[src/design/cplc_defines.svh]
// Purpose: constants for the clock, power and loopback control bank
// Assumes: byte addresses are four times the register index
// Notes:   definitions only
`ifndef CPLC_DEFINES_SVH
`define CPLC_DEFINES_SVH

// ----------------------------------------
// register indices and byte addresses
// ----------------------------------------
`define CPLC_IDX_PHASE       8'h10
`define CPLC_IDX_CLKSTOP     8'h11
`define CPLC_IDX_POWER       8'h12
`define CPLC_IDX_LOOPBACK    8'h13
`define CPLC_ADDR_PHASE      10'h040
`define CPLC_ADDR_CLKSTOP    10'h044
`define CPLC_ADDR_POWER      10'h048
`define CPLC_ADDR_LOOPBACK   10'h04C
`define CPLC_ADDR_W          10

// ----------------------------------------
// reset values and masks
// ----------------------------------------
`define CPLC_RST_BYTE        8'h00
`define CPLC_MASK_PHASE      8'h07
`define CPLC_MASK_CLKSTOP    8'h3F
`define CPLC_MASK_POWER      8'h3F
`define CPLC_MASK_LOOPBACK   8'hFF

// ----------------------------------------
// field positions
// ----------------------------------------
`define CPLC_CS_TX_AUTO      5
`define CPLC_CS_FIFO_STOP    4
`define CPLC_CS_RXPORT_STOP  3
`define CPLC_CS_AUX_STOP     2
`define CPLC_CS_SIF_AUTO     1
`define CPLC_CS_RX_AUTO      0
`define CPLC_PW_FAST_PINS    5
`define CPLC_PW_BIAS         4
`define CPLC_LB_RXF_BYP      7
`define CPLC_LB_TXF_BYP      6
`define CPLC_LB_IIR_BYP      5
`define CPLC_LB_CODEC_LOOP   4
`define CPLC_LB_ANA_LOOP     3
`define CPLC_LB_RX_ACCESS    2
`define CPLC_LB_TX_ACCESS    1
`define CPLC_LB_DIG_LOOP     0

// ----------------------------------------
// timing, widths and response codes
// ----------------------------------------
`define CPLC_SIF_IDLE_SYMS   3'h6
`define CPLC_SIF_IDLE_W      3
`define CPLC_PHASE_W         3
`define CPLC_RESP_OKAY       2'h0
`define CPLC_RESP_SLVERR     2'h2

`endif

[src/design/cplc_pkg.sv]
// Purpose: types for the clock, power and loopback control bank
// Assumes: used with cplc_defines.svh
// Notes:   types only
package cplc_pkg;

  typedef enum logic [1:0] {
    CPLC_WR_IDLE,
    CPLC_WR_RESP
  } cplc_wr_state_t;

  typedef enum logic [3:0] {
    CPLC_PH_HOLD,
    CPLC_PH_RET_1_8,
    CPLC_PH_RET_1_4,
    CPLC_PH_RET_3_8,
    CPLC_PH_ADV_1_2,
    CPLC_PH_ADV_3_8,
    CPLC_PH_ADV_1_4,
    CPLC_PH_ADV_1_8
  } cplc_phase_step_t;

  typedef struct packed {
    cplc_wr_state_t wr_state;
    logic           aw_held;
    logic           w_held;
    logic [9:0]     aw_addr;
    logic [31:0]    w_data;
    logic [3:0]     w_strb;
    logic           bvalid;
    logic [1:0]     bresp;
    logic           rvalid;
    logic [31:0]    rdata;
    logic [1:0]     rresp;
    logic [7:0]     phase;
    logic [7:0]     clkstop;
    logic [7:0]     power;
    logic [7:0]     loopback;
    logic           phase_strobe;
    logic [2:0]     phase_code;
    logic           fs_meta;
    logic           fs_sync;
    logic           sym_meta;
    logic           sym_sync;
    logic           sym_prev;
    logic [2:0]     idle_syms;
    logic           sif_down;
  } cplc_state_t;

endpackage

[src/design/cplc_ctrl.sv]
// Purpose: clock, power and loopback control bank behind an AXI4-Lite slave
// Assumes: 32-bit data, one register per aligned word, all logic on aclk
// Notes:   frame sync and symbol tick come from pins and are synchronised
//
// The AXI4-Lite slave port was left to the implementer.
`timescale 1ns/1ns
`include "cplc_defines.svh"

module cplc_ctrl (
  input  wire logic              aclk,            // system clock, 100 MHz
  input  wire logic              aresetn,         // sync reset, active low
  input  wire logic              ce,              // clock enable, freezes state
  input  wire logic [31:0]       s_axi_awaddr,    // write address
  input  wire logic              s_axi_awvalid,   // write address valid
  output logic                   s_axi_awready,   // write address ready
  input  wire logic [31:0]       s_axi_wdata,     // write data
  input  wire logic [3:0]        s_axi_wstrb,     // write byte enables
  input  wire logic              s_axi_wvalid,    // write data valid
  output logic                   s_axi_wready,    // write data ready
  output logic [1:0]             s_axi_bresp,     // write response
  output logic                   s_axi_bvalid,    // write response valid
  input  wire logic              s_axi_bready,    // write response ready
  input  wire logic [31:0]       s_axi_araddr,    // read address
  input  wire logic              s_axi_arvalid,   // read address valid
  output logic                   s_axi_arready,   // read address ready
  output logic [31:0]            s_axi_rdata,     // read data
  output logic [1:0]             s_axi_rresp,     // read response
  output logic                   s_axi_rvalid,    // read data valid
  input  wire logic              s_axi_rready,    // read data ready
  input  wire logic              tx_path_enable,  // transmit setup bit 3
  input  wire logic              rx_path_enable,  // first receive setup bit 3
  input  wire logic              rx_path_active,  // receive path busy
  input  wire logic              frame_sync_any,  // OR of frame sync pins
  input  wire logic              symbol_tick_in,  // symbol clock, async level
  output logic                   tx_clk_gate_en,  // transmit master clock enable
  output logic                   rx_clk_gate_en,  // receive master clock enable
  output logic                   tx_fifo_clk_en,  // transmit FIFO clock enable
  output logic                   rx_port_pwr_en,  // receive data port powered
  output logic                   aux_ramdac_pwr_en, // RAM-driven DAC powered
  output logic                   aux_adc_pwr_en,  // auxiliary ADC powered
  output logic                   sif_pwr_en,      // serial interface powered
  output logic                   analog_bias_en,  // analogue bias chain on
  output logic                   fast_pins_en,    // fast digital output edges
  output logic [3:0]             aux_dac_pwr_en,  // DAC4..DAC1 power up
  output logic                   phase_step_pulse, // one phase shift request
  output logic                   phase_step_adv,  // 1 advance, 0 retard
  output logic [2:0]             phase_step_eighths, // shift in eighths
  output logic                   rx_filter_bypass, // receive passive filter bypass
  output logic                   tx_filter_bypass, // transmit passive filter bypass
  output logic                   codec_iir_bypass, // IIR off, 32 kHz, 16-bit data
  output logic                   codec_analog_loop, // codec DAC to codec ADC
  output logic                   analog_loop,     // transmit DAC to receive ADC
  output logic                   rx_access_wr_en, // receive access point writes
  output logic                   tx_access_wr_en, // transmit access point writes
  output logic                   digital_loop     // tx operator to rx port
);
  import cplc_pkg::*;

  // ----------------------------------------
  // state
  // ----------------------------------------
  cplc_state_t s_reg;
  cplc_state_t s_next;

  logic               aw_take;
  logic               w_take;
  logic               ar_take;
  logic [9:0]         wa;
  logic [31:0]        wd;
  logic [3:0]         ws;
  logic               do_write;
  logic               wr_hit;
  logic [9:0]         ra;
  logic               sym_edge;

  assign aw_take = s_axi_awvalid && s_axi_awready;
  assign w_take  = s_axi_wvalid && s_axi_wready;
  assign ar_take = s_axi_arvalid && s_axi_arready;

  // ----------------------------------------
  // bus handshakes
  // ----------------------------------------
  assign s_axi_awready = ce && (s_reg.wr_state == CPLC_WR_IDLE) && !s_reg.aw_held;
  assign s_axi_wready  = ce && (s_reg.wr_state == CPLC_WR_IDLE) && !s_reg.w_held;
  // a read answer must drain before the next address is taken
  assign s_axi_arready = ce && !s_reg.rvalid;

  assign wa = s_reg.aw_held ? s_reg.aw_addr : s_axi_awaddr[`CPLC_ADDR_W-1:0];
  assign wd = s_reg.w_held ? s_reg.w_data : s_axi_wdata;
  assign ws = s_reg.w_held ? s_reg.w_strb : s_axi_wstrb;
  assign do_write = (s_reg.wr_state == CPLC_WR_IDLE) && (s_reg.aw_held || aw_take) &&
                    (s_reg.w_held || w_take);
  assign ra = s_axi_araddr[`CPLC_ADDR_W-1:0];
  assign wr_hit = (wa == `CPLC_ADDR_PHASE) || (wa == `CPLC_ADDR_CLKSTOP) ||
                  (wa == `CPLC_ADDR_POWER) || (wa == `CPLC_ADDR_LOOPBACK);
  assign sym_edge = s_reg.sym_sync && !s_reg.sym_prev;

  always_comb begin
    s_next = s_reg;
    s_next.phase_strobe = 1'b0;
    // ----- write channel -----
    unique case (s_reg.wr_state)
      CPLC_WR_IDLE: begin
        if (aw_take) begin
          s_next.aw_held = 1'b1;
          s_next.aw_addr = s_axi_awaddr[`CPLC_ADDR_W-1:0];
        end
        if (w_take) begin
          s_next.w_held = 1'b1;
          s_next.w_data = s_axi_wdata;
          s_next.w_strb = s_axi_wstrb;
        end
        if (do_write) begin
          s_next.aw_held  = 1'b0;
          s_next.w_held   = 1'b0;
          s_next.wr_state = CPLC_WR_RESP;
          s_next.bvalid   = 1'b1;
          s_next.bresp    = wr_hit ? `CPLC_RESP_OKAY : `CPLC_RESP_SLVERR;
          if (ws[0]) begin
            unique case (wa)
              `CPLC_ADDR_PHASE: begin
                s_next.phase        = wd[7:0] & `CPLC_MASK_PHASE;
                s_next.phase_code   = wd[`CPLC_PHASE_W-1:0];
                s_next.phase_strobe = 1'b1;
              end
              `CPLC_ADDR_CLKSTOP:  s_next.clkstop  = wd[7:0] & `CPLC_MASK_CLKSTOP;
              `CPLC_ADDR_POWER:    s_next.power    = wd[7:0] & `CPLC_MASK_POWER;
              `CPLC_ADDR_LOOPBACK: s_next.loopback = wd[7:0] & `CPLC_MASK_LOOPBACK;
              default: s_next.phase_strobe = 1'b0;
            endcase
          end
        end
      end
      CPLC_WR_RESP: begin
        if (s_axi_bready) begin
          s_next.bvalid   = 1'b0;
          s_next.wr_state = CPLC_WR_IDLE;
        end
      end
      default: s_next.wr_state = CPLC_WR_IDLE;
    endcase
    // ----- read channel, side-effect free -----
    if (s_reg.rvalid && s_axi_rready) begin
      s_next.rvalid = 1'b0;
    end
    if (ar_take) begin
      s_next.rvalid = 1'b1;
      s_next.rresp  = `CPLC_RESP_OKAY;
      s_next.rdata  = 32'h0000_0000;
      unique case (ra)
        `CPLC_ADDR_PHASE:    s_next.rdata[7:0] = s_reg.phase;
        `CPLC_ADDR_CLKSTOP:  s_next.rdata[7:0] = s_reg.clkstop;
        `CPLC_ADDR_POWER:    s_next.rdata[7:0] = s_reg.power;
        `CPLC_ADDR_LOOPBACK: s_next.rdata[7:0] = s_reg.loopback;
        default:             s_next.rresp      = `CPLC_RESP_SLVERR;
      endcase
    end
    // ----- serial interface auto clock stop -----
    s_next.fs_meta  = frame_sync_any;
    s_next.fs_sync  = s_reg.fs_meta;
    s_next.sym_meta = symbol_tick_in;
    s_next.sym_sync = s_reg.sym_meta;
    s_next.sym_prev = s_reg.sym_sync;
    if (s_reg.fs_sync || !s_reg.clkstop[`CPLC_CS_SIF_AUTO]) begin
      s_next.idle_syms = 3'h0;
      s_next.sif_down  = 1'b0;
    end else if (sym_edge && !s_reg.sif_down) begin
      // partial first period makes the stop land after 6 to 7 symbols
      if (s_reg.idle_syms == `CPLC_SIF_IDLE_SYMS) begin
        s_next.sif_down = 1'b1;
      end else begin
        s_next.idle_syms = s_reg.idle_syms + 3'h1;
      end
    end
  end

  always_ff @(posedge aclk) begin
    if (!aresetn) begin
      s_reg          <= '0;
      s_reg.wr_state <= CPLC_WR_IDLE;
      s_reg.phase    <= `CPLC_RST_BYTE;
      s_reg.clkstop  <= `CPLC_RST_BYTE;
      s_reg.power    <= `CPLC_RST_BYTE;
      s_reg.loopback <= `CPLC_RST_BYTE;
    end else if (ce) begin
      s_reg <= s_next;
    end
  end

  // ----------------------------------------
  // phase step decode
  // ----------------------------------------
  cplc_phase_step u_phase (
    .aclk         (aclk),
    .aresetn      (aresetn),
    .ce           (ce),
    .strobe       (s_reg.phase_strobe),
    .code         (s_reg.phase_code),
    .step_pulse   (phase_step_pulse),
    .step_adv     (phase_step_adv),
    .step_eighths (phase_step_eighths)
  );

  // ----------------------------------------
  // outputs
  // ----------------------------------------
  assign s_axi_bvalid = s_reg.bvalid;
  assign s_axi_bresp  = s_reg.bresp;
  assign s_axi_rvalid = s_reg.rvalid;
  assign s_axi_rdata  = s_reg.rdata;
  assign s_axi_rresp  = s_reg.rresp;

  // gating without the auto bit leaves the path clock running
  assign tx_clk_gate_en = !s_reg.clkstop[`CPLC_CS_TX_AUTO] || tx_path_enable;
  assign rx_clk_gate_en = !s_reg.clkstop[`CPLC_CS_RX_AUTO] || rx_path_enable;
  assign tx_fifo_clk_en = !s_reg.clkstop[`CPLC_CS_FIFO_STOP];
  assign rx_port_pwr_en = !s_reg.clkstop[`CPLC_CS_RXPORT_STOP] || rx_path_active;
  assign aux_ramdac_pwr_en = !s_reg.clkstop[`CPLC_CS_AUX_STOP];
  assign aux_adc_pwr_en    = !s_reg.clkstop[`CPLC_CS_AUX_STOP];
  assign sif_pwr_en     = !s_reg.sif_down;
  assign analog_bias_en = s_reg.power[`CPLC_PW_BIAS];
  assign fast_pins_en   = s_reg.power[`CPLC_PW_FAST_PINS];
  assign aux_dac_pwr_en = s_reg.power[3:0];
  assign rx_filter_bypass  = s_reg.loopback[`CPLC_LB_RXF_BYP];
  assign tx_filter_bypass  = s_reg.loopback[`CPLC_LB_TXF_BYP];
  assign codec_iir_bypass  = s_reg.loopback[`CPLC_LB_IIR_BYP];
  assign codec_analog_loop = s_reg.loopback[`CPLC_LB_CODEC_LOOP];
  assign analog_loop       = s_reg.loopback[`CPLC_LB_ANA_LOOP];
  assign rx_access_wr_en   = s_reg.loopback[`CPLC_LB_RX_ACCESS];
  assign tx_access_wr_en   = s_reg.loopback[`CPLC_LB_TX_ACCESS];
  assign digital_loop      = s_reg.loopback[`CPLC_LB_DIG_LOOP];
endmodule

[src/design/cplc_phase_step.sv]
// Purpose: decodes a phase step code into direction and eighths of a symbol
// Assumes: code is held stable while strobe is high
// Notes:   registered outputs, one cycle after the strobe
`timescale 1ns/1ns
`include "cplc_defines.svh"
module cplc_phase_step (
  input  wire logic                       aclk,       // system clock
  input  wire logic                       aresetn,    // sync reset, active low
  input  wire logic                       ce,         // clock enable
  input  wire logic                       strobe,     // write event
  input  wire logic [`CPLC_PHASE_W-1:0]   code,       // written step code
  output logic                            step_pulse, // one shift request
  output logic                            step_adv,   // 1 advance, 0 retard
  output logic [2:0]                      step_eighths // amount in eighths
);
  import cplc_pkg::*;

  cplc_phase_step_t kind;
  logic             adv_next;
  logic [2:0]       amt_next;

  always_comb begin
    kind     = cplc_phase_step_t'({1'b0, code});
    adv_next = 1'b0;
    amt_next = 3'h0;
    unique case (kind)
      CPLC_PH_HOLD:    amt_next = 3'h0;
      CPLC_PH_RET_1_8: amt_next = 3'h1;
      CPLC_PH_RET_1_4: amt_next = 3'h2;
      CPLC_PH_RET_3_8: amt_next = 3'h3;
      CPLC_PH_ADV_1_2: begin
        adv_next = 1'b1;
        amt_next = 3'h4;
      end
      CPLC_PH_ADV_3_8: begin
        adv_next = 1'b1;
        amt_next = 3'h3;
      end
      CPLC_PH_ADV_1_4: begin
        adv_next = 1'b1;
        amt_next = 3'h2;
      end
      CPLC_PH_ADV_1_8: begin
        adv_next = 1'b1;
        amt_next = 3'h1;
      end
      default: amt_next = 3'h0;
    endcase
  end

  always_ff @(posedge aclk) begin
    if (!aresetn) begin
      step_pulse   <= 1'b0;
      step_adv     <= 1'b0;
      step_eighths <= 3'h0;
    end else if (ce) begin
      step_pulse   <= strobe;
      if (strobe) begin
        step_adv     <= adv_next;
        step_eighths <= amt_next;
      end
    end
  end
endmodule

[config.mk]
export PLATFORM = sky130hd
export DESIGN_NAME = cplc_ctrl
export DESIGN_NICKNAME = d
export VERILOG_FILES = /design/src/design/cplc_pkg.sv /design/src/design/cplc_ctrl.sv /design/src/design/cplc_phase_step.sv
export VERILOG_INCLUDE_DIRS = /design/src /design/src/design
export SDC_FILE = /design/constraint.sdc
export NUM_CORES = 1
export LEC_CHECK = 0
export BUFFER_PORTS_ARGS = -buffer_cell sky130_fd_sc_hd__buf_4
export CAP_MARGIN = 25
export CORE_MARGIN = 4
export CORE_UTILIZATION = 46
export CTS_CLUSTER_SIZE = 30
export DETAILED_ROUTE_END_ITERATION = 7
export GPL_TIMING_DRIVEN = 1
export PLACE_DENSITY = 0.85
export SLEW_MARGIN = 20
export SYNTH_ARGS = -nofsm -noshare
export SYNTH_HDL_FRONTEND = slang
export SYNTH_SLANG_ARGS = --single-unit
[constraint.sdc]
create_clock -name aclk -period 2.3 [get_ports aclk]
set_input_delay 0.23 -clock aclk [delete_from_list [all_inputs] [get_ports aclk]]
set_output_delay 0.23 -clock aclk [all_outputs]
set_load 0.02 [all_outputs]
==> results by group <==
Status
  – Status: completed

Critical path
  – Worst Path Required: 2.56 ns
  – Crit path launch type: flip-flop
  – Setup CP Type: flip-flop to flip-flop
  – Critical path peak fanout: 17
  – Crit. End Element: flip-flop
  – Worst EP arrival: 2.39 ns

Pwr
  – Leakage power: 1.69 nW
  – Sw Share: 27.5%
  – Reg power frac: 49.2%
  – Pwr dens: 629 mW/mm²
  – Combinational share of power: 12.3%
  – P_int: 1.91 mW
  – Clock Power Share: 38.5%
  – Peak VDD IR: 0.368 mV
  – Switch Pwr: 0.727 mW

CTS
  – Hold buffer count at CTS: 0
  – Insertion delay to the later sink of the worst-skew pair: 0.34 ns
  – Post-CTS setup buffer count: 0
  – Clock-pin slew on the worst setup and hold paths: 0.09 ns
  – CTS tree: built
  – Max Root-Sink Buffers: 2
  – H-tree levels: 3
  – CTS root buf: clkbuf_8
  – # clock sinks: 72
  – Total CTS buffers: 9
  – Post-cts resize count: 0

Cells and area
  – Most common library cell in the layout ignoring fill and taps: buf_4
  – Multi-input gate area: 0.00173 mm²
  – Final nets: 576
  – Antenna diode count: 0
  – Commonest cells after routing, fill and taps aside: 87 x buf_4, 81 x nand2_1, 72 x dfxtp_1
  – Final instance area: 0.00420 mm²
  – Max reg flops: 38
  – Area growth from synthesis to layout: 19.8%
  – Layout cell share with drive strength beyond 1: 26.4%
  – Register Area: 0.00144 mm²
  – Fill cell total of the finished layout: 663
  – Final design utilization: 57.3%

Placement
  – Number of port buffers: 82
  – Area after DPL: 0.00400 mm²
  – GP Congestion: 0.802
  – HPWL after DPL: 6150 µm

Yosys
  – Area of the mapped netlist: 0.00351 mm²
  – Mean Syn Cell Area: 8.83 µm²
  – Post-Syn Instances: 397
  – Synth Warn #: 0
  – Sequential area share after synthesis: 41.1%
  – Synth Flop Type: dfxtp_1
  – Synth Register Bits: 72
  – Yosys cell types: 47
  – Ys async rst share: 0%
  – Post-synth EDFFs: 0

Route
  – Routed len/inst: 14.5 µm
  – Iteration-0 DRC Markers: 115
  – Post-Route M1 WL: 3440 µm
  – Met2 WL: 4100 µm
  – Routed via count: 2911
  – Detail Route Antenna Nets: 0
  – Router iterations before antenna repair: 4
  – Post-Route WL: 8200 µm
  – Vias/cell: 5.15
  – # DRC: 0
  – Top Layer Used: met4
  – Met3 routed WL: 518 µm

STA
  – Fin crit period: 2.13 ns
  – Final setup viols: 0
  – Max-slew headroom: 52.0%
  – Final Hold Violating Endpoints: 0
  – Part of the cycle the worst path needs: 92.5%
  – TNS Setup: 0 ns
  – Clk_skew: 0.0108 ns
  – Fmax: 0.470 GHz
  – Worst Tran Pin Value: 0.719 ns
  – RSZ-0062 raised after global routing: false
  – Slew Viols, Final: 0
  – Hold WS: 0.120 ns

Global route
  – Vias in the first global route: 2828
  – First-pass GRT wire length: 13100 µm
  – Overall Global Routing Usage: 18.4%
  – Initial antenna violation count: 0
  – Largest net degree at the start of global routing: 39
  – Overflow after GRT: 0

Flow run
  – Max-cap viol count: 0

Die
  – Die area: 0.00908 mm²
  – Die Ht: 95.3 µm
  – Ports: 180
  – Std cell rows: 31
  – Initial Util: 47.8%
  – Die extent in x: 95.3 µm
  – Core area: 0.00733 mm²

Worst hold path
  – Hold crit path type: input pin to flip-flop
## cell usage after synthesis, types with 2 or more instances
cell	count	area share, %
nand2_1	81	8.7
dfxtp_1	72	41
buf_4	41	8.8
a21oi_1	32	4.6
mux2i_1	28	8.0
nor2_1	20	2.1
clkbuf_1	16	1.7
inv_1	13	1.4
mux2_2	9	2.9
nand3_1	8	1.1
o2bb2ai_1	6	1.5
and2_1	5	0.89
nor2b_1	5	0.89
a22oi_1	4	0.86
nand2b_1	4	0.71
a211oi_1	3	0.64
and4_1	3	0.75
mux4_2	3	1.9
nor3b_1	3	0.64
nor4_4	3	1.8
o21ai_0	3	0.43
a311oi_1	2	0.50
a41oi_1	2	0.50
buf_2	2	0.29
ha_1	2	0.71
nor3_1	2	0.29
nor4_1	2	0.36
nor4b_1	2	0.50
o21a_1	2	0.43
or2_2	2	0.36
## final timing paths
path | endpoint | from | slack, ns | depth (start not counted)
max | s_reg[32] | s_reg[130] | 0.17 | 4
min | s_next[7] | frame_sync_any | 0.12 | 3
max reg2reg | s_reg[32] | s_reg[130] | 0.17 | 4
min reg2reg | s_reg[88] | s_reg[88] | 0.46 | 2
## power by group through the flow
stage / Clock (mW) / Combinational (mW) / Sequential, mW
final: 1.02 / 0.324 / 1.30
after global routing: 1.09 / 0.358 / 1.30
after CTS: 1.04 / 0.324 / 1.30
after detailed placement: 0 / 0.324 / 1.33
after global placement: 0 / 0.315 / 1.33
after floorplan: 0 / 0.250 / 1.32
## kinds of logic (layout without fill, tap and decap cells)
family | count (synthesis) | in the layout | synth area share [%]
compound gates | 63 | 63 | 12.1
xor+xnor | 1 | 1 | 0.250
fa+ha+maj | 2 | 2 | 0.714
buf+inv | 72 | 116 | 12.2
flops | 72 | 72 | 41.1
mux | 40 | 40 | 12.8
other cells | 1 | 26 | 0.107
simple gates | 146 | 146 | 20.8
## per-stage QoR
stage / power (mW) / std cells / setup slack (ns)
floorplan: 1.57 / 422 / 0.301
global placement: 1.64 / 549 / 0.193
detailed placement: 1.65 / 549 / 0.118
CTS: 2.66 / 565 / 0.106
global route: 2.75 / 565 / 0.0228
finish: 2.64 / 565 / 0.172
## cell type report
type | count | area share, %
inverters | 13 | 1.16
flip-flops and latches | 72 | 34.3
clock buffers | 9 | 2.95
well taps | 99 | 2.95
multi-input cells | 278 | 41.2
clock inverters | 7 | 1.85
repair buffers | 87 | 15.5
## routing by layer
| layer | vias to the layer above | track usage [%] |
|---|---|---|
| met5 | - | 0 |
| met4 | 0 | 7.21 |
| met3 | 15 | 3.31 |
| met2 | 101 | 30.8 |
| met1 | 1367 | 23.4 |
| li1 | 1428 | - |
## worst max-delay path, cell delays in order (launching register included)
cell      delay [ns]
dfxtp_1         0.68
nand3b_1        0.20
o32a_4          0.28
nor4_4          0.60
mux2i_1         0.30
No activity file was read; power rests on OpenSTA's default activity.
